## config.mk

```make
export PLATFORM = sky130hd
export DESIGN_NAME = genset_mode_sequencer
export DESIGN_NICKNAME = d
export VERILOG_FILES = /design/src/logic/genset_pkg.sv /design/src/logic/genset_mode_sequencer.sv /design/src/logic/pin_sync.sv
export SDC_FILE = /design/constraint.sdc
export NUM_CORES = 1
export LEC_CHECK = 0
export BUFFER_PORTS_ARGS = -buffer_cell sky130_fd_sc_hd__buf_2
export CORE_ASPECT_RATIO = 0.7
export CORE_MARGIN = 2
export CORE_UTILIZATION = 31
export DETAILED_ROUTE_END_ITERATION = 12
export HOLD_SLACK_MARGIN = 0.12
export PLACE_DENSITY = 0.47
export SLEW_MARGIN = 10
export SYNTH_ARGS = -nofsm -noshare
export SYNTH_HDL_FRONTEND = slang
export SYNTH_SLANG_ARGS = --single-unit
export TNS_END_PERCENT = 5
```

## constraint.sdc

```tcl
create_clock -name ref_clk -period 4.5 [get_ports ref_clk]
set_input_delay 1.35 -clock ref_clk [delete_from_list [all_inputs] [get_ports ref_clk]]
set_output_delay 1.35 -clock ref_clk [all_outputs]
set_load 0.005 [all_outputs]
```

## src/logic/genset_pkg.sv

```systemverilog
/*
 * Shared definitions of the genset mode sequencer: register map, field
 * positions, reset values, timing constants, modes, states and pin carriers.
 * Assumes a 50 MHz system clock and a 32-bit plain register port.
 */
package genset_pkg;

	localparam int CLK_NS          = 20;
	localparam int TICK_NS         = 1000000;
	localparam int TICK_CYCLES_DEF = TICK_NS / CLK_NS;
	localparam int BLINK_MS        = 500;

	localparam int AW = 8;
	localparam logic [AW-1:0] A_CTRL     = 8'h00;
	localparam logic [AW-1:0] A_PPV      = 8'h04;
	localparam logic [AW-1:0] A_TMR_BASE = 8'h08;
	localparam logic [AW-1:0] A_ATTEMPTS = 8'h38;
	localparam logic [AW-1:0] A_STATUS   = 8'h3C;
	localparam logic [AW-1:0] A_FILL     = 8'h40;
	localparam logic [AW-1:0] A_CONS     = 8'h44;

	localparam int C_FUEL_SRC  = 0;
	localparam int C_FUEL_TYPE = 1;
	localparam int C_GALLON    = 2;
	localparam int C_PHASE_CHK = 3;
	localparam int C_RS_DEF    = 4;
	localparam int C_APP_LO    = 5;
	localparam int CTRL_W      = 7;
	localparam logic [CTRL_W-1:0] CTRL_RST = 7'h00;

	localparam logic [15:0] PPV_MAX = 16'hFDE8;
	localparam logic [15:0] PPV_RST = 16'h03E8;
	localparam logic [3:0]  ATTEMPTS_RST = 4'h3;

	// Timer slots, all in milliseconds
	localparam int T_START      = 0;
	localparam int T_PREHEAT    = 1;
	localparam int T_CRANK      = 2;
	localparam int T_IDLE       = 3;
	localparam int T_HEAT       = 4;
	localparam int T_GEN_CONT   = 5;
	localparam int T_MAINS_WAIT = 6;
	localparam int T_MAINS_CONT = 7;
	localparam int T_COOL       = 8;
	localparam int T_IDLE_LEAD  = 9;
	localparam int T_STOP_SOL   = 10;
	localparam int T_STOP       = 11;
	localparam int N_TMR        = 12;
	localparam logic [15:0] TMR_RST [N_TMR] = '{
		16'h0BB8, 16'h0BB8, 16'h1770, 16'h2710, 16'h0BB8, 16'h03E8,
		16'h7530, 16'h03E8, 16'h7530, 16'h2710, 16'h2710, 16'h2710};

	localparam int S_STATE_LO = 0;
	localparam int S_MODE_LO  = 8;
	localparam int S_RELAY_LO = 16;
	localparam int S_AVAIL    = 31;

	typedef enum logic [1:0] {APP_MAINS_FAIL, APP_SYNC, APP_TRANSFER} app_t;
	typedef enum logic [1:0] {MODE_STOP, MODE_AUTO, MODE_RUN} mode_t;
	typedef enum logic [3:0] {
		S_REST, S_START_DLY, S_PREHEAT, S_CRANK, S_CRANK_REST, S_IDLE, S_HEAT,
		S_LOADED, S_RAMP, S_MAINS_WAIT, S_COOL, S_STOP_SOL, S_FAILED, S_UNLOADED
	} state_t;

	typedef struct packed {
		logic stop_btn;
		logic auto_btn;
		logic manual_select_button;
		logic run_btn;
		logic mains_contactor_button;
		logic genset_contactor_button;
		logic panel_lock;
		logic simulate_mains;
		logic force_start;
		logic remote_start_in;
		logic schedule_off;
		logic mains_in_limits;
		logic mains_phase_ok;
		logic gen_ok;
		logic engine_fired;
		logic busbar_synced;
		logic ramp_done;
		logic speed_pulse_input;
	} pins_t;

	typedef struct packed {
		logic fuel;
		logic preheat;
		logic crank;
		logic idle_speed;
		logic stop_solenoid;
		logic mains_contactor;
		logic genset_contactor;
		logic remote_start_out;
		logic ramp_out_req;
		logic auto_led;
		logic fail_to_stop;
	} relays_t;

	typedef struct packed {
		logic        valid;
		logic [15:0] rate;
	} engine_rate_t;

endpackage : genset_pkg

```

## src/logic/genset_mode_sequencer.sv

```systemverilog
/*
 * Operating-mode sequencer of a generator-set controller: stop, auto and
 * manual run modes, start/stop sequencing, contactor interlock and fuel
 * pulse counting. Assumes pins arrive asynchronously and a plain register
 * port on the same clock; engine rate data is on the same clock.
 */
// The implementer's own choices: the plain strobed port and the address map.
//
// Contract
// - Fuel counter type 0 adds filling volume, type 1 adds consumption volume.
// - Fuel source 0 uses speed pulses for speed, 1 counts flowmeter pulses.
// - Pulses per volume unit (0..65000) convert pulses; unit litre or gallon.
// - Valid engine fuel rate is shown instead of pulse-derived consumption.
// - Stop mode stops the engine; still running after stop timer warns.
// - Stop mode ignores remote and force start until auto is selected.
// - Stop when loaded: ramp out, open genset contactor, cooldown; stop cuts.
// - Mains contactor closes only with mains in limits and phase order.
// - Transfer-switch stop clears remote start, opens genset contactor at once.
// - Sync auto: remote start runs, syncs, closes, shares; may stop or restart.
// - Transfer auto: mains fail asserts remote start; return swaps contactors.
// - Panel lock blocks mode buttons but not navigation; the stop button still acts under lock.
// - Mains availability: limits, then simulate, force start, remote start.
// - Wait start delay after mains loss; mains return abandons start.
// - Start: fuel and preheat, then idle timer, then heating timer.
// - Crank up to set attempts each within crank timer; release on firing.
// - Genset contactor needs good alternator and the contactor delay.
// - Mains return: wait period, open genset, close mains after delay.
// - Cooldown, idle before end, then fuel off and stop solenoid pulse.
// - Schedule-disabled auto flashes auto indicator and acts as stop.
// - Manual run starts regardless of mains and runs unloaded.
// - Manual contactor buttons toggle; other one opens first with its delay.
`timescale 1ns/1ps
`default_nettype none
module genset_mode_sequencer #(
	parameter int TICK_CYCLES = genset_pkg::TICK_CYCLES_DEF
) (
	input  wire logic                     ref_clk,
	input  wire logic                     reset,
	input  wire genset_pkg::pins_t        pins,
	input  wire genset_pkg::engine_rate_t engine_rate,
	input  wire logic [7:0]               addr,
	input  wire logic [31:0]              wdata,
	input  wire logic                     we,
	input  wire logic                     re,
	output var  logic [31:0]              rdata,
	output var  genset_pkg::relays_t      relays
);
	import genset_pkg::*;
	localparam int TW = $clog2(TICK_CYCLES);
	localparam logic [TW-1:0] TICK_LAST = TW'(TICK_CYCLES - 1);
	localparam int PW = $bits(pins_t);
	initial begin
		if (TICK_CYCLES < 2) $error("TICK_CYCLES must be at least 2");
	end
	logic [PW-1:0]       pin_clean;
	pins_t               p;
	pins_t               p_prev_q;
	pins_t               rise;
	logic [TW-1:0]       tick_cnt_q;
	logic                tick_q;
	logic [CTRL_W-1:0]   ctrl_q;
	logic [15:0]         ppv_q;
	logic [15:0]         tcfg_q [N_TMR];
	logic [3:0]          attempts_q;
	mode_t               mode_q;
	logic                man_armed_q;
	state_t              state_q;
	state_t              state_d;
	logic [15:0]         tmr_q;
	logic [15:0]         tmr_load;
	logic [3:0]          tries_q;
	logic [15:0]         pcnt_q;
	logic [31:0]         fill_q;
	logic [31:0]         cons_q;
	logic [15:0]         cont_q;
	logic [15:0]         stop_cnt_q;
	logic [15:0]         blink_q;
	logic                blink_on_q;
	logic                man_gc_q;
	logic                man_mc_q;
	logic                running;
	logic                speed_seen_q;
	logic                speed_run_q;
	app_t                app;
	logic                eff_stop;
	logic                avail;
	logic                mains_permit;
	logic                demand;
	logic                tmr_done;
	logic                want_gc;
	logic                want_mc;
	logic                vol_evt;
	logic [3:0]          tidx;
	logic                tsel;
	pin_sync #(.W(PW)) u_sync (
		.ref_clk (ref_clk),
		.reset   (reset),
		.raw     (pins),
		.clean   (pin_clean)
	);
	assign p    = pins_t'(pin_clean);
	assign rise = p & ~p_prev_q;
	assign app  = app_t'(ctrl_q[C_APP_LO +: 2]);
	always_ff @(posedge ref_clk) begin
		if (reset) p_prev_q <= '0;
		else       p_prev_q <= p;
	end
	// Millisecond tick keeps every timer at 16 bits
	always_ff @(posedge ref_clk) begin
		if (reset || tick_cnt_q == TICK_LAST) tick_cnt_q <= '0;
		else                                  tick_cnt_q <= tick_cnt_q + 1'b1;
		tick_q <= !reset && tick_cnt_q == TICK_LAST;
	end
	// Register writes
	assign tidx = 4'((addr - A_TMR_BASE) >> 2);
	assign tsel = addr >= A_TMR_BASE && addr < A_TMR_BASE + 8'(4 * N_TMR) && addr[1:0] == 2'h0;
	always_ff @(posedge ref_clk) begin
		if (reset) begin
			ctrl_q     <= CTRL_RST;
			ppv_q      <= PPV_RST;
			attempts_q <= ATTEMPTS_RST;
			for (int i = 0; i < N_TMR; i++) tcfg_q[i] <= TMR_RST[i];
		end else if (we) begin
			if (addr == A_CTRL) ctrl_q <= wdata[CTRL_W-1:0];
			if (addr == A_PPV) ppv_q <= (wdata > 32'(PPV_MAX)) ? PPV_MAX : wdata[15:0];
			if (addr == A_ATTEMPTS) attempts_q <= wdata[3:0];
			if (tsel) tcfg_q[tidx] <= wdata[15:0];
		end
	end

	always_ff @(posedge ref_clk) begin
		if (reset || !re) begin
			rdata <= '0;
		end else begin
			case (addr)
				A_CTRL:     rdata <= 32'(ctrl_q);
				A_PPV:      rdata <= 32'(ppv_q);
				A_ATTEMPTS: rdata <= 32'(attempts_q);
				A_STATUS: begin
					rdata <= '0;
					rdata[S_STATE_LO +: 4]              <= state_q;
					rdata[S_MODE_LO +: 2]               <= mode_q;
					rdata[S_RELAY_LO +: $bits(relays_t)] <= relays;
					rdata[S_AVAIL]                       <= avail;
				end
				A_FILL:     rdata <= fill_q;
				A_CONS:     rdata <= engine_rate.valid ? 32'(engine_rate.rate) : cons_q;
				default:    rdata <= tsel ? 32'(tcfg_q[tidx]) : 32'h0000_0000;
			endcase
		end
	end

	// Mode selection; stop press acts even under panel lock to end cooldown
	always_ff @(posedge ref_clk) begin
		if (reset) begin
			mode_q      <= MODE_STOP;
			man_armed_q <= 1'b0;
		end else if (rise.stop_btn) begin
			mode_q      <= MODE_STOP;
			man_armed_q <= 1'b0;
		end else if (!p.panel_lock) begin
			if (rise.auto_btn) mode_q <= MODE_AUTO;
			if (rise.manual_select_button) man_armed_q <= 1'b1;
			else if (rise.auto_btn) man_armed_q <= 1'b0;
			else if (rise.run_btn && man_armed_q) begin
				mode_q      <= MODE_RUN;
				man_armed_q <= 1'b0;
			end
		end
	end

	assign eff_stop = mode_q == MODE_STOP || (mode_q == MODE_AUTO && p.schedule_off);
	always_comb begin
		avail = p.mains_in_limits;
		if (p.simulate_mains) avail = 1'b1;
		if (p.force_start) avail = 1'b0;
		if (ctrl_q[C_RS_DEF]) avail = !p.remote_start_in;
	end

	assign mains_permit = p.mains_in_limits && (!ctrl_q[C_PHASE_CHK] || p.mains_phase_ok);
	// Stop mode never raises demand, whatever remote signals say
	always_comb begin
		demand = 1'b0;
		if (mode_q == MODE_RUN) demand = 1'b1;
		else if (!eff_stop && app == APP_SYNC) demand = p.remote_start_in;
		else if (!eff_stop) demand = !avail;
	end

	// Speed detection from pulses when the input is not used for fuel
	always_ff @(posedge ref_clk) begin
		if (reset) begin
			speed_seen_q <= 1'b0;
			speed_run_q  <= 1'b0;
		end else if (tick_q) begin
			speed_seen_q <= rise.speed_pulse_input && !ctrl_q[C_FUEL_SRC];
			speed_run_q  <= speed_seen_q;
		end else if (rise.speed_pulse_input && !ctrl_q[C_FUEL_SRC]) begin
			speed_seen_q <= 1'b1;
		end
	end
	assign running  = p.engine_fired || speed_run_q;
	assign tmr_done = tmr_q == 16'h0000;
	always_comb begin
		state_d = state_q;
		case (state_q)
			S_REST:
				if (demand) state_d = (mode_q == MODE_RUN) ? S_PREHEAT : S_START_DLY;
			S_START_DLY:
				if (!demand) state_d = S_REST;
				else if (tmr_done) state_d = (app == APP_TRANSFER) ? S_LOADED : S_PREHEAT;
			S_PREHEAT:
				if (!demand) state_d = S_STOP_SOL;
				else if (tmr_done) state_d = S_CRANK;
			S_CRANK:
				if (running) state_d = S_IDLE;
				else if (!demand) state_d = S_REST;
				else if (tmr_done) state_d = (tries_q >= attempts_q) ? S_FAILED : S_CRANK_REST;
			S_CRANK_REST:
				if (!demand) state_d = S_REST;
				else if (tmr_done) state_d = S_CRANK;
			S_IDLE:
				if (!demand) state_d = S_STOP_SOL;
				else if (tmr_done) state_d = (mode_q == MODE_RUN) ? S_UNLOADED : S_HEAT;
			S_HEAT:
				if (!demand) state_d = S_COOL;
				else if (tmr_done) state_d = S_LOADED;
			S_LOADED:
				if (eff_stop && app == APP_TRANSFER) state_d = S_REST;
				else if (!demand && app == APP_SYNC) state_d = relays.genset_contactor ? S_RAMP : S_COOL;
				else if (eff_stop) state_d = S_COOL;
				else if (!demand) state_d = S_MAINS_WAIT;
				else if (mode_q == MODE_RUN) state_d = S_UNLOADED;
			S_RAMP:
				if (p.ramp_done) state_d = S_COOL;
				else if (demand) state_d = S_LOADED;
			S_MAINS_WAIT:
				if (demand) state_d = S_LOADED;
				else if (eff_stop || tmr_done) state_d = (app == APP_TRANSFER) ? S_REST : S_COOL;
			S_COOL:
				if (rise.stop_btn) state_d = S_STOP_SOL;
				else if (demand) state_d = (mode_q == MODE_RUN) ? S_UNLOADED : S_LOADED;
				else if (tmr_done) state_d = S_STOP_SOL;
			S_STOP_SOL:
				if (tmr_done) state_d = S_REST;
			S_FAILED:
				if (!demand) state_d = S_REST;
			S_UNLOADED:
				if (mode_q != MODE_RUN) state_d = (demand && !eff_stop) ? S_LOADED : S_COOL;
			default:
				state_d = S_REST;
		endcase
	end
	always_comb begin
		case (state_d)
			S_START_DLY:  tmr_load = tcfg_q[T_START];
			S_PREHEAT:    tmr_load = tcfg_q[T_PREHEAT];
			S_CRANK:      tmr_load = tcfg_q[T_CRANK];
			S_CRANK_REST: tmr_load = tcfg_q[T_CRANK];
			S_IDLE:       tmr_load = tcfg_q[T_IDLE];
			S_HEAT:       tmr_load = tcfg_q[T_HEAT];
			S_MAINS_WAIT: tmr_load = tcfg_q[T_MAINS_WAIT];
			S_COOL:       tmr_load = tcfg_q[T_COOL];
			S_STOP_SOL:   tmr_load = tcfg_q[T_STOP_SOL];
			default:      tmr_load = 16'h0000;
		endcase
	end
	always_ff @(posedge ref_clk) begin
		if (reset) begin
			state_q <= S_REST;
			tmr_q   <= 16'h0000;
		end else begin
			state_q <= state_d;
			if (state_d != state_q) tmr_q <= tmr_load;
			else if (tick_q && !tmr_done) tmr_q <= tmr_q - 1'b1;
		end
	end
	always_ff @(posedge ref_clk) begin
		if (reset || state_q == S_REST) tries_q <= 4'h0;
		else if (state_d == S_CRANK && state_q != S_CRANK) tries_q <= tries_q + 1'b1;
	end
	// Stop supervision: warning once the stop timer runs out with engine turning
	always_ff @(posedge ref_clk) begin
		if (reset || !eff_stop || !running || state_q != S_REST && state_q != S_STOP_SOL) begin
			stop_cnt_q <= 16'h0000;
		end else if (tick_q && stop_cnt_q != tcfg_q[T_STOP]) begin
			stop_cnt_q <= stop_cnt_q + 1'b1;
		end
	end
	// Manual contactor toggles; setting one clears the other's request
	always_ff @(posedge ref_clk) begin
		if (reset || mode_q != MODE_RUN) begin
			man_gc_q <= 1'b0;
			man_mc_q <= 1'b0;
		end else if (rise.genset_contactor_button) begin
			man_gc_q <= !man_gc_q;
			man_mc_q <= 1'b0;
		end else if (rise.mains_contactor_button) begin
			man_mc_q <= !man_mc_q;
			man_gc_q <= 1'b0;
		end
	end

	always_comb begin
		if (mode_q == MODE_RUN) begin
			want_gc = man_gc_q && p.gen_ok;
			want_mc = man_mc_q && mains_permit;
		end else begin
			want_gc = (state_q == S_LOADED || state_q == S_MAINS_WAIT || state_q == S_RAMP)
				&& p.gen_ok && (app != APP_SYNC || p.busbar_synced || relays.genset_contactor);
			want_mc = !want_gc && mains_permit && app != APP_SYNC;
		end
	end

	// Close only after the other is open and its delay has run out
	always_ff @(posedge ref_clk) begin
		if (reset || (!want_gc && !want_mc) || relays.genset_contactor || relays.mains_contactor) begin
			cont_q <= 16'h0000;
		end else if (tick_q && cont_q != 16'hFFFF) begin
			cont_q <= cont_q + 1'b1;
		end
	end
	// Fuel pulse scaling to volume units
	assign vol_evt = ctrl_q[C_FUEL_SRC] && rise.speed_pulse_input && ppv_q != 16'h0000 && pcnt_q == ppv_q - 1'b1;
	always_ff @(posedge ref_clk) begin
		if (reset) begin
			pcnt_q <= 16'h0000;
			fill_q <= 32'h0000_0000;
			cons_q <= 32'h0000_0000;
		end else if (ctrl_q[C_FUEL_SRC] && rise.speed_pulse_input) begin
			pcnt_q <= vol_evt ? 16'h0000 : pcnt_q + 1'b1;
			if (vol_evt && !ctrl_q[C_FUEL_TYPE]) fill_q <= fill_q + 1'b1;
			if (vol_evt && ctrl_q[C_FUEL_TYPE]) cons_q <= cons_q + 1'b1;
		end
	end

	always_ff @(posedge ref_clk) begin
		if (reset || blink_q == 16'(BLINK_MS)) begin
			blink_q    <= 16'h0000;
			blink_on_q <= reset ? 1'b0 : !blink_on_q;
		end else if (tick_q) begin
			blink_q <= blink_q + 1'b1;
		end
	end
	always_ff @(posedge ref_clk) begin
		if (reset) begin
			relays <= '0;
		end else begin
			relays.fuel          <= state_q inside {S_PREHEAT, S_CRANK, S_CRANK_REST, S_IDLE, S_HEAT, S_LOADED,
				S_RAMP, S_MAINS_WAIT, S_COOL, S_UNLOADED} && app != APP_TRANSFER;
			relays.preheat       <= state_q == S_PREHEAT;
			relays.crank         <= state_d == S_CRANK;
			relays.idle_speed    <= state_q == S_IDLE || (state_q == S_COOL && tmr_q <= tcfg_q[T_IDLE_LEAD]);
			relays.stop_solenoid <= state_q == S_STOP_SOL;
			relays.ramp_out_req  <= state_q == S_RAMP;
			relays.remote_start_out <= app == APP_TRANSFER && demand && mode_q != MODE_STOP;
			relays.auto_led      <= mode_q == MODE_AUTO && (!p.schedule_off || blink_on_q);
			relays.fail_to_stop  <= eff_stop && running && stop_cnt_q == tcfg_q[T_STOP];
			if (!want_gc) relays.genset_contactor <= 1'b0;
			else if (!relays.mains_contactor && cont_q >= tcfg_q[T_GEN_CONT]) relays.genset_contactor <= 1'b1;
			if (!want_mc) relays.mains_contactor <= 1'b0;
			else if (!relays.genset_contactor && cont_q >= tcfg_q[T_MAINS_CONT]) relays.mains_contactor <= 1'b1;
		end
	end
endmodule : genset_mode_sequencer
`default_nettype wire

```

## src/logic/pin_sync.sv

```systemverilog
/*
 * Three-stage synchroniser for a vector of pin inputs with agreement filter.
 * Assumes the pins are asynchronous to ref_clk; reset is synchronous.
 */
`timescale 1ns/1ps
`default_nettype none
module pin_sync #(
	parameter int W = 1
) (
	input  wire logic         ref_clk,
	input  wire logic         reset,
	input  wire logic [W-1:0] raw,
	output var  logic [W-1:0] clean
);
	logic [W-1:0] s1_q;
	logic [W-1:0] s2_q;
	logic [W-1:0] s3_q;

	initial begin
		if (W < 1) $error("pin_sync width must be positive");
	end

	always_ff @(posedge ref_clk) begin
		if (reset) begin
			s1_q <= '0;
			s2_q <= '0;
			s3_q <= '0;
		end else begin
			s1_q <= raw;
			s2_q <= s1_q;
			s3_q <= s2_q;
		end
	end

	// Accept a bit only once stages two and three agree
	always_ff @(posedge ref_clk) begin
		if (reset) begin
			clean <= '0;
		end else begin
			for (int i = 0; i < W; i++) begin
				if (s2_q[i] == s3_q[i]) clean[i] <= s3_q[i];
			end
		end
	end
endmodule : pin_sync
`default_nettype wire

```

# Word-level counts from Yosys, hierarchy flattened
# Memories as Yosys holds them, arrays and structs flattened.
# Index checks and enable logic that the tools add are counted.
# totals
out_inout_bits,43
mem_bits_rw,192
inputBits,79
wordCells,333
n_memories,1
register_bits,337
# mem_list
memory,depth,width,read_ports,rd_clocked_by_memory_dff,write_ports,line,rtl
tcfg_q,12,16,13,0,12,genset_mode_sequencer.sv:63,logic [15:0] tcfg_q [N_TMR];
# classes
n_bitwise,5
n_eq_ne,61
add_sub_neg,11
n_mux,73
magnitude_cmp,7
reduce_logical,103
# ops
cell,n
$pmux W32 S6,1
$mux W4,34
$pmux W16 S8,1
$mux W16,6
$add A16 B1 Y16 const B,5
$add A32 B1 Y32 const B,2
$pmux W4 S14,1
$logic_and A1 B1 Y1,37
$eq A4 B4 Y1 const B,9
$eq A16 B16 Y1,2
$ge A16 B16 Y1,2
$gt A32 B16 Y1 const B,1
$mux W32,1
$sub A16 B1 Y16 const B,2
$eq A4 B3 Y1 const B,7
$mux W1,22
$logic_or A1 B1 Y1,21
$logic_not A1 Y1,20
$and A18 B18 Y18,1
$eq A1 B1 Y1,18
$not A18 Y18,1
$eq A16 B16 Y1 const B,1
$eq A16 B9 Y1 const B,1
$eq A4 B2 Y1 const B,4
other kinds (34),60

# Depth between registers and ports, before layout
# Gate-level depths: netlist (run 1).
# depth
depth_word,16
ltp_mapped,15
mapped_depth_nobuf,12

# Modules after synthesis
# Synthesis (run 1) repeated with hierarchy kept, for this count alone.
# hier_totals
hier_cells,2730
hier_area_um2,28860.2
# by_module_without_submodules
mod,n_inst,cells_per_inst,seq_area_each_um2,area_per_inst_um2
genset_mode_sequencer,1,2542,12782.3,26545.5
pin_sync,1,188,1441.4,2314.7

# Least setup slack after synthesis (run 1)
# Ideal clock, no wire load.
# synth_path
path_type,input to register
start,input addr[3]
end,memory tcfg_q[11][0] (enable)
path_buffers,2
t_required_ns,4.089
t_arrival_ns,4.255
setup_ns,0.411
cell_stages,8
slack_ns,-0.166
path_cell_list,clkbuf_1 inv_1 ha_1 xor2_1 nor2b_1 nand4_1 clkbuf_1 o21ai_0
# synth_rtl
item,line,rtl
start: declaration,genset_mode_sequencer.sv:41,"input wire logic [7:0] addr,"
end: declaration,genset_mode_sequencer.sv:63,

# Final worst setup path (run 1)
# layout_path
start,register tmr_q[10]
end,register tmr_q[5]
# layout_via
elab_chain_len,9
elab_cells_between_ends,37
cone_classes,10 x eq/ne; 21 x mux; 6 x reduce/logical
# layout_lines
item,line,rtl
start: declaration,genset_mode_sequencer.sv:69,logic [15:0] tmr_q;
start signal: assignment,genset_mode_sequencer.sv:273,if (state_d != state_q) tmr_q <= tmr_load;
start signal: assignment,genset_mode_sequencer.sv:274,else if (tick_q && !tmr_done) tmr_q <= tmr_q - 1'b1;
$logic_not A16 Y1 (*),genset_mode_sequencer.sv:202,assign tmr_done = tmr_q == 16'h0000;
"$mux W4, or another cell as far along",genset_mode_sequencer.sv:242,else if (tmr_done) state_d = S_STOP_SOL;
"$mux W4, on equally long branches","genset_mode_sequencer.sv:241, genset_mode_sequencer.sv:216, genset_mode_sequencer.sv:238",
"$mux W4, on equally long branches","genset_mode_sequencer.sv:240, genset_mode_sequencer.sv:215, genset_mode_sequencer.sv:237",
$pmux W4 S14,genset_mode_sequencer.sv:205,case (state_q)
$eq A4 B2 Y1 or $eq A4 B3 Y1 (tied branches),genset_mode_sequencer.sv:254,case (state_d)
$reduce_or A2 Y1 (no line),--,
$pmux W16 S8,genset_mode_sequencer.sv:254,
$mux W16,genset_mode_sequencer.sv:273,
# Mark *: on every way between the ends. The rest lies on a longest branch, timed or not.
# A chain may end at the register's enable or synchronous reset.

==> impl_metrics.ini, run 1 <==
[run_status]
run_status = complete, no violations

[drt]
wire_per_inst_um = 25.9
top_layer = met5
1st_iter_drt_viols = 2678
route.vias.total = 22100
detail_route.first_pass.iterations = 8
route.detailed.vias_per_inst = 5.46
wl_met3_um = 7470
routed-wl-met2_um = 42600
drt.antenna.violating_nets = 0
drt-met1-wl_um = 52400
wl_um = 105000
remaining_drc_errors = 0

[worst_setup_path]
setup_crit_end = tmr_q[5]
r2r.worst_path.cells = 11
timing.critical_path.depth = 11
timing.critical_path.required_ps = 5050
crit_family = simple AND/OR/NAND/NOR gates
crit_buf_inv = 1
cell_type_of_the_slowest_stage_on_the_worst_timing_path = and2_1
start_to_end_type_of_the_worst_setup_path = register to register
crit_path_max_fanout = 14
crit-reg2reg-launch = tmr_q[10]
cell_chain_of_the_critical_path = or3_1 > nor4_4 > a21oi_1 > o41ai_2 > and2_1 > o21ai_1 > nor3_1 > buf_4 > a22oi_1 > a31o_2 > a221oi_1
worst-endpoint-arrival_ps = 4720
setup.reg_to_reg.worst_slack_ps = 320
reg2reg_to = tmr_q[5]
cp-startpoint = tmr_q[10]
cpPeakStageDelay_ps = 550
worstSetupEndpointType = register
critical_path.startpoint_type = register

[finish]
flow.area_growth_from_synthesis_pct = 16.1
final_layout_size_suffix_gt1_share_pct = 16.2
fillerInstances = 8896
layout.cell_area.non_filler_sq_um = 32600
layout.nets = 2914
postLayoutCoreUtil_pct = 36.3

[sta]
relSlewSlack_pct = 22.6
worst-slew-pin-transition_ps = 1150
rsz0062_at_grt = no
final_hold_viol_count = 0
timing.final.ws_setup_ps = 325
timing_max_transition_violations_final = 0
layout_worst_path_cycle_share_pct = 92.8
finalWorstPathRequiredPeriod_ps = 4180
final.setup_skew_ps = 38.5
timing.fmax_mhz = 240
finalSetupViolations = 0

[clock_network]
tritoncts = yes
cts_made_buffers = 61
postCtsSetupBuffers = 0
cts_hold_buffers = 0
post_cts_resized = 0
tritoncts_num_sinks = 582
clockRootBuffer = clkbuf_16
clk_pin_slew_worst_paths_ps = 70
ctsHtreeMaxLevel = 2
ctsLongestPathBuffers = 3
clk_latency_ps = 670

[power]
internal_power_mw = 9.31
power.clock.fraction_pct = 40.7
netSwitchingPower_mw = 3.65
power.ir.vdd_worst_mv = 0.352
p_sw_share_pct = 28.2
design_power_total_mw = 13.0
powerDensity_nw_per_um2 = 397
p_leak_nw = 11.8
pwr-share-seq_pct = 44.9
pwr-share-comb_pct = 14.4

[synth]
total_of_flip_flops_plus_latches_after_synthesis = 582
yosysTopAreaCell = edfxtp_1
synth_enable_flop_cells = 257
synthCells = 2627
cell_area_after_technology_mapping_sq_um = 28100
yosys_warnings = 0
async_flop_share_pct = 0
synth.lib_cells_used.distinct = 90
synthTopCellsByArea = edfxtp_1 27%, dfxtp_1 23%, mux4_2 6.4%
syn-num-nets = 2771
postSynthAreaPerCell_sq_um = 10.7
post-synth-top-area-fraction_pct = 27.5
synth_sequential_area_ratio_pct = 50.6
synth_top_flop_cell = dfxtp_1

[die]
chipHeight_um = 256
fp.dieW_um = 364
die_area_sq_um = 93100
floorplan.core_area_sq_um = 89900
initial_core_util_pct = 31.2
num_io_pins = 122
placement_rows = 92

[grt]
via_count_of_the_first_global_routing_pass = 21100
antenna_violations_before_repair = 9
pin_count_of_the_biggest_net_entering_global_routing = 99
grt_pass1_wl_um = 153000
grt_util_all_layers_pct = 22.2
grt.overflow.total = 0

[placement]
placement.io_buffers = 121
dp_worst_setup_slack_ps = 413
finalWeightedCongestion = 0.937
detail_placement_hpwl_um = 77800
cell_area_reported_after_detailed_placement_sq_um = 30500

[hold_path]
hp-class = register to register

[job]
timing.max_cap.violations = 0
[worst min-delay path by stage]
| stage | from | to | slack, ps | depth (start not counted) |
|---|---|---|---|---|
| final | u_sync.s1_q[17] | u_sync.s2_q[17] | 440 | 1 |
| after global routing | u_sync.s1_q[13] | u_sync.s2_q[13] | 470 | 1 |
| after CTS | u_sync.s1_q[17] | u_sync.s2_q[17] | 450 | 1 |
| after detailed placement | u_sync.s1_q[17] | u_sync.s2_q[17] | 430 | 1 |
| after global placement | tick_cnt_q[0] | tick_cnt_q[0] | 430 | 1 |
| after floorplan | u_sync.s1_q[0] | u_sync.s2_q[0] | 410 | 1 |
[per-layer routing]
metal	GRT usage, %	vias up
met1	35.4	11300
met3	3.74	117
li1	-	9899
met2	30.8	825
met4	4.86	4
met5	0	-
[layout by cell type (no fill, tap or decap), types with 85 or more instances in the layout]
cell      Yosys  routed
and2_1      129     129
buf_2        12     118
buf_4         1     108
dfxtp_1     325     325
edfxtp_1    257     257
inv_1        95      96
nand2_1     161     161
nor2_1      245     244
nor2b_1      85      85
or3_1        98      98
xor2_1      118     117
[cell type report]
type | instances | area (sq um) | area share [%]
Antenna cell | 1 | 2.50 | 0.00768
Tap cell | 1222 | 1530 | 4.69
Multi-Input combinational cell | 1799 | 12900 | 39.7
Inverter | 96 | 360 | 1.11
Timing Repair Buffer | 230 | 1470 | 4.52
Sequential cell | 582 | 14200 | 43.6
Clock buffer | 84 | 1770 | 5.44
Clock inverter | 30 | 298 | 0.914
[cells in the mapped netlist (7+ instances only)]
cell	instances
a222oi_1	29
xnor2_1	54
nand2b_1	24
and3_1	35
buf_1	16
a21oi_1	80
dfxtp_1	325
a22oi_1	32
a211oi_1	12
and2_1	129
edfxtp_1	257
nor3_1	54
or3_1	98
a221oi_1	10
o31ai_1	11
xor2_1	118
mux4_2	80
a41o_1	9
nand3_1	75
o2111ai_1	7
nor2_1	245
nor2b_1	85
a31oi_1	11
buf_2	12
nand2_1	161
nand4_1	43
mux2_2	10
inv_1	95
ha_1	65
o22ai_1	29
a21o_1	22
and4_1	14
nor4_1	16
mux2i_1	42
clkbuf_1	120
o21ai_0	82
[worst register-to-register path: cells and delay by family (launching register included)]
family / cells / cell delay, ps
AOI/OAI and AO/OA: 6 / 1670
buffers and inverters: 1 / 280
and+or+nand+nor: 4 / 1740
DFF: 1 / 360
[stage by stage]
| stage | TNS [ps] | hold WS [ps] | instances |
|---|---|---|---|
| 2_1_floorplan | -10260 | 414 | 2627 |
| 3_3_place_gp | 0 | 430 | 3929 |
| 3_5_place_dp | 0 | 433 | 3929 |
| 4_1_cts | 0 | 447 | 4043 |
| 5_1_grt | 0 | 469 | 4043 |
| 6_report | 0 | 438 | 4044 |
[flip-flops by register name, summed over array words and instances, names as in the netlist, 16 cells and up]
register / cells
blink_q: 16
cons_q: 32
cont_q: 16
fill_q: 32
pcnt_q: 16
ppv_q: 16
rdata: 32
stop_cnt_q: 16
tcfg_q: 256
tick_cnt_q: 16
tmr_q: 16
u_sync.clean: 18
u_sync.s1_q: 18
u_sync.s2_q: 18
u_sync.s3_q: 18
[power by group through the flow]
stage	Combinational [mW]	Clock (mW)	Sequential, mW
2_1_floorplan	1.10	0	5.82
3_3_place_gp	1.83	0	5.93
3_5_place_dp	1.81	0	5.92
4_1_cts	1.82	5.41	5.81
5_1_grt	1.98	5.64	5.82
6_report	1.86	5.27	5.82
[cells by family (layout without fill, tap and decap cells)]
family / Yosys count / count (layout) / synth area share, %
adder cells (fa/ha/maj): 65 / 65 / 2.90
other: 0 / 1 / 0
buffers and inverters: 246 / 440 / 3.38
XOR/XNOR: 172 / 172 / 5.36
AND/OR/NAND/NOR: 1027 / 1027 / 19.4
AO/OA/AOI/OAI: 403 / 403 / 9.98
flip-flops: 582 / 582 / 50.6
multiplexers: 132 / 132 / 8.31
Note: power is estimated with default switching activity, not from simulation.
==> run 2, diff against run 1 <==
--- a/config.mk
+++ b/config.mk
@@ -11,7 +11,7 @@
 export CORE_UTILIZATION = 31
 export DETAILED_ROUTE_END_ITERATION = 12
 export HOLD_SLACK_MARGIN = 0.12
-export PLACE_DENSITY = 0.47
+export PLACE_DENSITY = 0.46
 export SLEW_MARGIN = 10
 export SYNTH_ARGS = -nofsm -noshare
 export SYNTH_HDL_FRONTEND = slang
==> constraint.sdc (replaced) <==
create_clock -name ref_clk -period 4.78 [get_ports ref_clk]
set_input_delay 1.434 -clock ref_clk [delete_from_list [all_inputs] [get_ports ref_clk]]
set_output_delay 1.434 -clock ref_clk [all_outputs]
set_load 0.005 [all_outputs]
==> run 2 against run 1 <==
Effect of this change: sequential power shrank 6.2%; hold slack gained 4.4 ps; global-route usage shrank 1.3 points; final cell count shrank 0.57%; critical path depth is the same; first-iteration DRC count shrank 12%; design area shrank 0.68%; via count shrank 1.8%; clock power shrank 8.3%; critical endpoint is now tmr_q[1]; largest cell class unchanged.
==> impl_metrics.ini, run 2 (synthesis results as in run 1) <==
[hold_path]
hp-class = register to register

[drt]
route.detailed.vias_per_inst = 5.40
wire_per_inst_um = 24.6
1st_iter_drt_viols = 2366
wl_um = 99100
route.vias.total = 21700
remaining_drc_errors = 0
detail_route.first_pass.iterations = 7
drt.antenna.violating_nets = 0

[clock_network]
tritoncts_num_sinks = 582
clk_pin_slew_worst_paths_ps = 70
ctsHtreeMaxLevel = 2
ctsLongestPathBuffers = 3
tritoncts = yes
clockRootBuffer = clkbuf_16
clk_latency_ps = 640
cts_made_buffers = 58

[die]
fp.dieW_um = 364
initial_core_util_pct = 31.2
placement_rows = 92
num_io_pins = 122
floorplan.core_area_sq_um = 89900
chipHeight_um = 256
die_area_sq_um = 93100

[worst_setup_path]
timing.critical_path.required_ps = 5270
worstSetupEndpointType = register
cpPeakStageDelay_ps = 750
r2r.worst_path.cells = 11
cell_type_of_the_slowest_stage_on_the_worst_timing_path = dfxtp_1
crit-reg2reg-launch = state_q[0]
reg2reg_to = tmr_q[1]
crit_buf_inv = 2
worst-endpoint-arrival_ps = 4990
cell_chain_of_the_critical_path = inv_1 > a2111oi_1 > and3_1 > o41ai_2 > and2_1 > o21ai_1 > nor3_1 > buf_4 > a221o_1 > a211oi_1 > o22ai_1
crit_path_max_fanout = 15
start_to_end_type_of_the_worst_setup_path = register to register
timing.critical_path.depth = 11
crit_family = compound AO/OA/AOI/OAI gates
setup_crit_end = tmr_q[1]
critical_path.startpoint_type = register
setup.reg_to_reg.worst_slack_ps = 290
cp-startpoint = state_q[0]

[power]
design_power_total_mw = 12.1
p_sw_share_pct = 27.5
p_leak_nw = 11.6
netSwitchingPower_mw = 3.31
pwr-share-seq_pct = 45.3
powerDensity_nw_per_um2 = 372
internal_power_mw = 8.74
power.ir.vdd_worst_mv = 0.316
pwr-share-comb_pct = 14.7
power.clock.fraction_pct = 40.1

[sta]
setup-tns-final_ps = 0
final_hold_viol_count = 0
timing_max_transition_violations_final = 0
rsz0062_at_grt = no
worst-slew-pin-transition_ps = 1150
timing.fmax_mhz = 222
finalSetupViolations = 0
relSlewSlack_pct = 22.7
fin_hold_ws_ps = 443
layout_worst_path_cycle_share_pct = 94.0
final.setup_skew_ps = 19.6
finalWorstPathRequiredPeriod_ps = 4490

[finish]
fillerInstances = 8920
largest_reg_flops = 256
flow.area_growth_from_synthesis_pct = 15.3
final_layout_size_suffix_gt1_share_pct = 15.5
layout_common_cells = 325 x dfxtp_1, 257 x edfxtp_1, 244 x nor2_1
largest_register = tcfg_q
layout.nets = 2893
final_common_cell = dfxtp_1

[placement]
finalWeightedCongestion = 0.945
placement.io_buffers = 121
detail_placement_hpwl_um = 74200

[grt]
pin_count_of_the_biggest_net_entering_global_routing = 93
grt_util_all_layers_pct = 21.0
antenna_violations_before_repair = 11
grt.overflow.total = 0
via_count_of_the_first_global_routing_pass = 21100
grt_pass1_wl_um = 145000

[job]
timing.max_cap.violations = 0

[run_status]
run_status = complete, no violations
==> run 2: power groups by stage <==
| stage | logic (mW) | registers [mW] | clock network, mW |
|---|---|---|---|
| after global placement | 1.73 | 5.56 | 0 |
| after global routing | 1.88 | 5.47 | 5.15 |
| after detailed placement | 1.73 | 5.56 | 0 |
| final | 1.77 | 5.46 | 4.83 |
| after floorplan | 1.04 | 5.48 | 0 |
| after CTS | 1.74 | 5.46 | 4.95 |
==> run 2: layout make-up <==
| type | instances | area (sq um) | share of cell area, % |
|---|---|---|---|
| sequential | 582 | 14200 | 43.9 |
| multi-input combinational | 1799 | 12900 | 40.0 |
| clock buffer | 78 | 1680 | 5.19 |
| tap | 1222 | 1530 | 4.72 |
| timing repair buffer | 212 | 1310 | 4.05 |
| inverter | 96 | 360 | 1.11 |
| clock inverter | 29 | 314 | 0.970 |
| antenna | 3 | 7.51 | 0.0232 |
==> run 2: worst min-delay path by stage <==
stage / start / end / slack [ps] / cells past startpoint
6_report: u_sync.s1_q[7] / u_sync.s2_q[7] / 440 / 1
5_1_grt: u_sync.s1_q[7] / u_sync.s2_q[7] / 450 / 1
4_1_cts: u_sync.s1_q[7] / u_sync.s2_q[7] / 450 / 1
3_5_place_dp: u_sync.s1_q[17] / u_sync.s2_q[17] / 430 / 1
3_3_place_gp: tick_cnt_q[0] / tick_cnt_q[0] / 430 / 1
2_1_floorplan: u_sync.s1_q[0] / u_sync.s2_q[0] / 410 / 1
==> run 2: routing by layer <==
layer | GRT usage [%] | vias to the layer above | part of all wire (%) | wire length (um)
li1 | - | 9836 | - | -
met1 | 33.0 | 10900 | 49 | 48800
met2 | 29.3 | 892 | 40 | 39800
met3 | 4.16 | 122 | 8.6 | 8520
met4 | 4.05 | 0 | 1.9 | 1880
met5 | 0 | - | 0 | 0
==> run 2: worst register-to-register path: cells and delay by family (launching register included) <==
| kind | cells | cell delay (ps) |
|---|---|---|
| buffers and inverters | 2 | 670 |
| flip-flops | 1 | 750 |
| AO/OA/AOI/OAI | 6 | 2140 |
| AND/OR/NAND/NOR | 3 | 820 |
==> run 2: timing repair <==
action,in CTS,in global routing
endpoints found under the setup margin,0,14
resized for setup,0,3
setup buffers,0,0
hold buffers,0,0
==> run 2: through the flow <==
step                      utilization [%]  cell area (sq um)  std cells  setup slack (ps)
after global routing                 36.0              32400       4019              71.0
final                                36.0              32400       4021               285
after detailed placement             33.8              30400       3911               169
after CTS                            36.0              32400       4018               145
after global placement               33.8              30400       3911              60.4
after floorplan                         -              28100       2627              29.6
==> run 3, diff against run 2 <==
--- a/config.mk
+++ b/config.mk
@@ -6,12 +6,12 @@
 export NUM_CORES = 1
 export LEC_CHECK = 0
 export BUFFER_PORTS_ARGS = -buffer_cell sky130_fd_sc_hd__buf_2
-export CORE_ASPECT_RATIO = 0.7
 export CORE_MARGIN = 2
 export CORE_UTILIZATION = 31
 export DETAILED_ROUTE_END_ITERATION = 12
 export HOLD_SLACK_MARGIN = 0.12
 export PLACE_DENSITY = 0.46
+export SETUP_SLACK_MARGIN = 0.5
 export SLEW_MARGIN = 10
 export SYNTH_ARGS = -nofsm -noshare
 export SYNTH_HDL_FRONTEND = slang
==> run 3 against run 2 <==
Effect of this change: critical endpoint is now tries_q[3]; fmax increased by 7.7%; global-route usage shrank 0.12 points; first-iteration DRC count shrank 2.3%; critical path type unchanged; clock power up 15%; power increased by 5.1%.
==> impl_metrics.ini, run 3 (synthesis results as in run 1) <==
[run_status]
run_status = complete, no violations

[sta]
finalSetupViolations = 0
fin_hold_ws_ps = 436
worst-slew-pin-transition_ps = 1120
final.setup_skew_ps = 25.1
finalWorstPathRequiredPeriod_ps = 4170
timing_max_transition_violations_final = 0
relSlewSlack_pct = 24.8
layout_worst_path_cycle_share_pct = 87.3
rsz0062_at_grt = no
setup-tns-final_ps = 0
timing.fmax_mhz = 240
final_hold_viol_count = 0

[grt]
grt_pass1_wl_um = 145000
grt_util_all_layers_pct = 20.9
grt.overflow.total = 0
antenna_violations_before_repair = 5
pin_count_of_the_biggest_net_entering_global_routing = 97
via_count_of_the_first_global_routing_pass = 21500

[clock_network]
clockRootBuffer = clkbuf_16
ctsLongestPathBuffers = 3
ctsHtreeMaxLevel = 3
clk_latency_ps = 620
tritoncts_num_sinks = 582
postCtsSetupBuffers = 0
tritoncts = yes
cts_made_buffers = 71
clk_pin_slew_worst_paths_ps = 60

[finish]
layout.area.seq_sq_um = 14200
multi_input_comb_area_sq_um = 12900
fillerInstances = 8907
layout.nets = 2904
largest_register = tcfg_q
final_common_cell = dfxtp_1
largest_reg_flops = 256
flow.area_growth_from_synthesis_pct = 16.6
final_layout_size_suffix_gt1_share_pct = 16.0
final_cells = 3993
layout_common_cells = 323 x dfxtp_1, 257 x edfxtp_1, 243 x nor2_1

[power]
power.ir.vdd_worst_mv = 0.216
powerDensity_nw_per_um2 = 387
design_power_total_mw = 12.7
p_leak_nw = 11.8

[hold_path]
hold_start = u_sync.s1_q[15]
timing.hold.worst_endpoint = u_sync.s2_q[15]
hold_path_depth = 1
hp-class = register to register

[worst_setup_path]
reg2reg_to = tries_q[3]
setup.reg_to_reg.worst_slack_ps = 610
r2r.worst_path.cells = 11
worst-endpoint-arrival_ps = 4650
crit-reg2reg-launch = state_q[0]
critical_path.startpoint_type = register
crit_path_max_fanout = 12
timing.critical_path.required_ps = 5250
worstSetupEndpointType = register
start_to_end_type_of_the_worst_setup_path = register to register

[drt]
detail_route.first_pass.iterations = 6
route.vias.total = 21700
drt-met1-wl_um = 43000
1st_iter_drt_viols = 2311
wl_met3_um = 6390
routed-wl-met2_um = 46000
top_layer = met5
drt.antenna.violating_nets = 0
wire_per_inst_um = 24.7
wl_um = 98600
route.detailed.vias_per_inst = 5.44
remaining_drc_errors = 0

[die]
die_area_sq_um = 93000
floorplan.core_area_sq_um = 89900
initial_core_util_pct = 31.2
num_io_pins = 122
chipHeight_um = 305
fp.dieW_um = 305
placement_rows = 110

[placement]
dp.cells = 3863
finalWeightedCongestion = 0.968
placement.io_buffers = 121
detail_placement_hpwl_um = 72500

[job]
timing.max_cap.violations = 0
[run 3: changes by cell type in the layout (fill, tap and decap cells not counted), sizes merged]
cell and delta:
clkinv +6, buf -2, clkinvlp -2, inv +2
clkbuf +17, bufinv -2, diode -1
[run 3: timing repair]
action,CTS,global route
gates resized for setup,0,2
hold buffers,0,0
endpoints found under the setup margin,0,16
[run 3: metrics by stage]
step | util [%] | area, sq um | setup WS [ps]
after floorplan | - | 28100 | 428
after global placement | 33.7 | 30300 | 481
after detailed placement | 33.7 | 30300 | 582
after CTS | 36.4 | 32700 | 685
after global routing | 36.4 | 32700 | 510
final | 36.4 | 32700 | 606
[run 3: layer usage]
layer / up-vias / track usage, %
li1: 9866 / -
met1: 10900 / 27.9
met5: - / 0
met3: 160 / 3.40
met2: 766 / 34.1
met4: 2 / 7.18
[run 3: final cells by class]
class / instances / area share [%]
Sequential cell: 582 / 43.5
Multi-Input combinational cell: 1799 / 39.5
Clock buffer: 95 / 6.36
Tap cell: 1176 / 4.49
Timing Repair Buffer: 210 / 4.00
Inverter: 96 / 1.10
Clock inverter: 33 / 1.05
Antenna cell: 2 / 0.0153
[run 3: critical path, cell delays in order (launching register included)]
cell       delay (ps)
dfxtp_1           690
nor4bb_1          810
o21ai_0           380
o211ai_1          210
a21oi_1           100
o2111ai_1         450
o21ai_0           220
nor4_1            590
buf_4             260
nand4_1           120
xor2_1            150
nor2_1             50
[run 3: worst max-delay path by stage]
stage / startpoint / to / slack (ps) / depth (start not counted)
after global placement: addr[1] / tcfg_q[15][0] / 480 / 8
final: state_q[0] / tries_q[3] / 610 / 11
after detailed placement: addr[1] / tcfg_q[15][8] / 580 / 8
after floorplan: addr[3] / tcfg_q[0][0] / 430 / 8
after CTS: state_q[2] / tmr_q[6] / 680 / 12
after global routing: state_q[0] / tries_q[3] / 510 / 11
[run 3: power by group]
| part | switching, mW | leakage, nW | internal, mW |
|---|---|---|---|
| clock network | 2.25 | 1.19 | 3.31 |
| registers | 0.153 | 5.08 | 5.32 |
| logic | 1.04 | 5.57 | 0.599 |
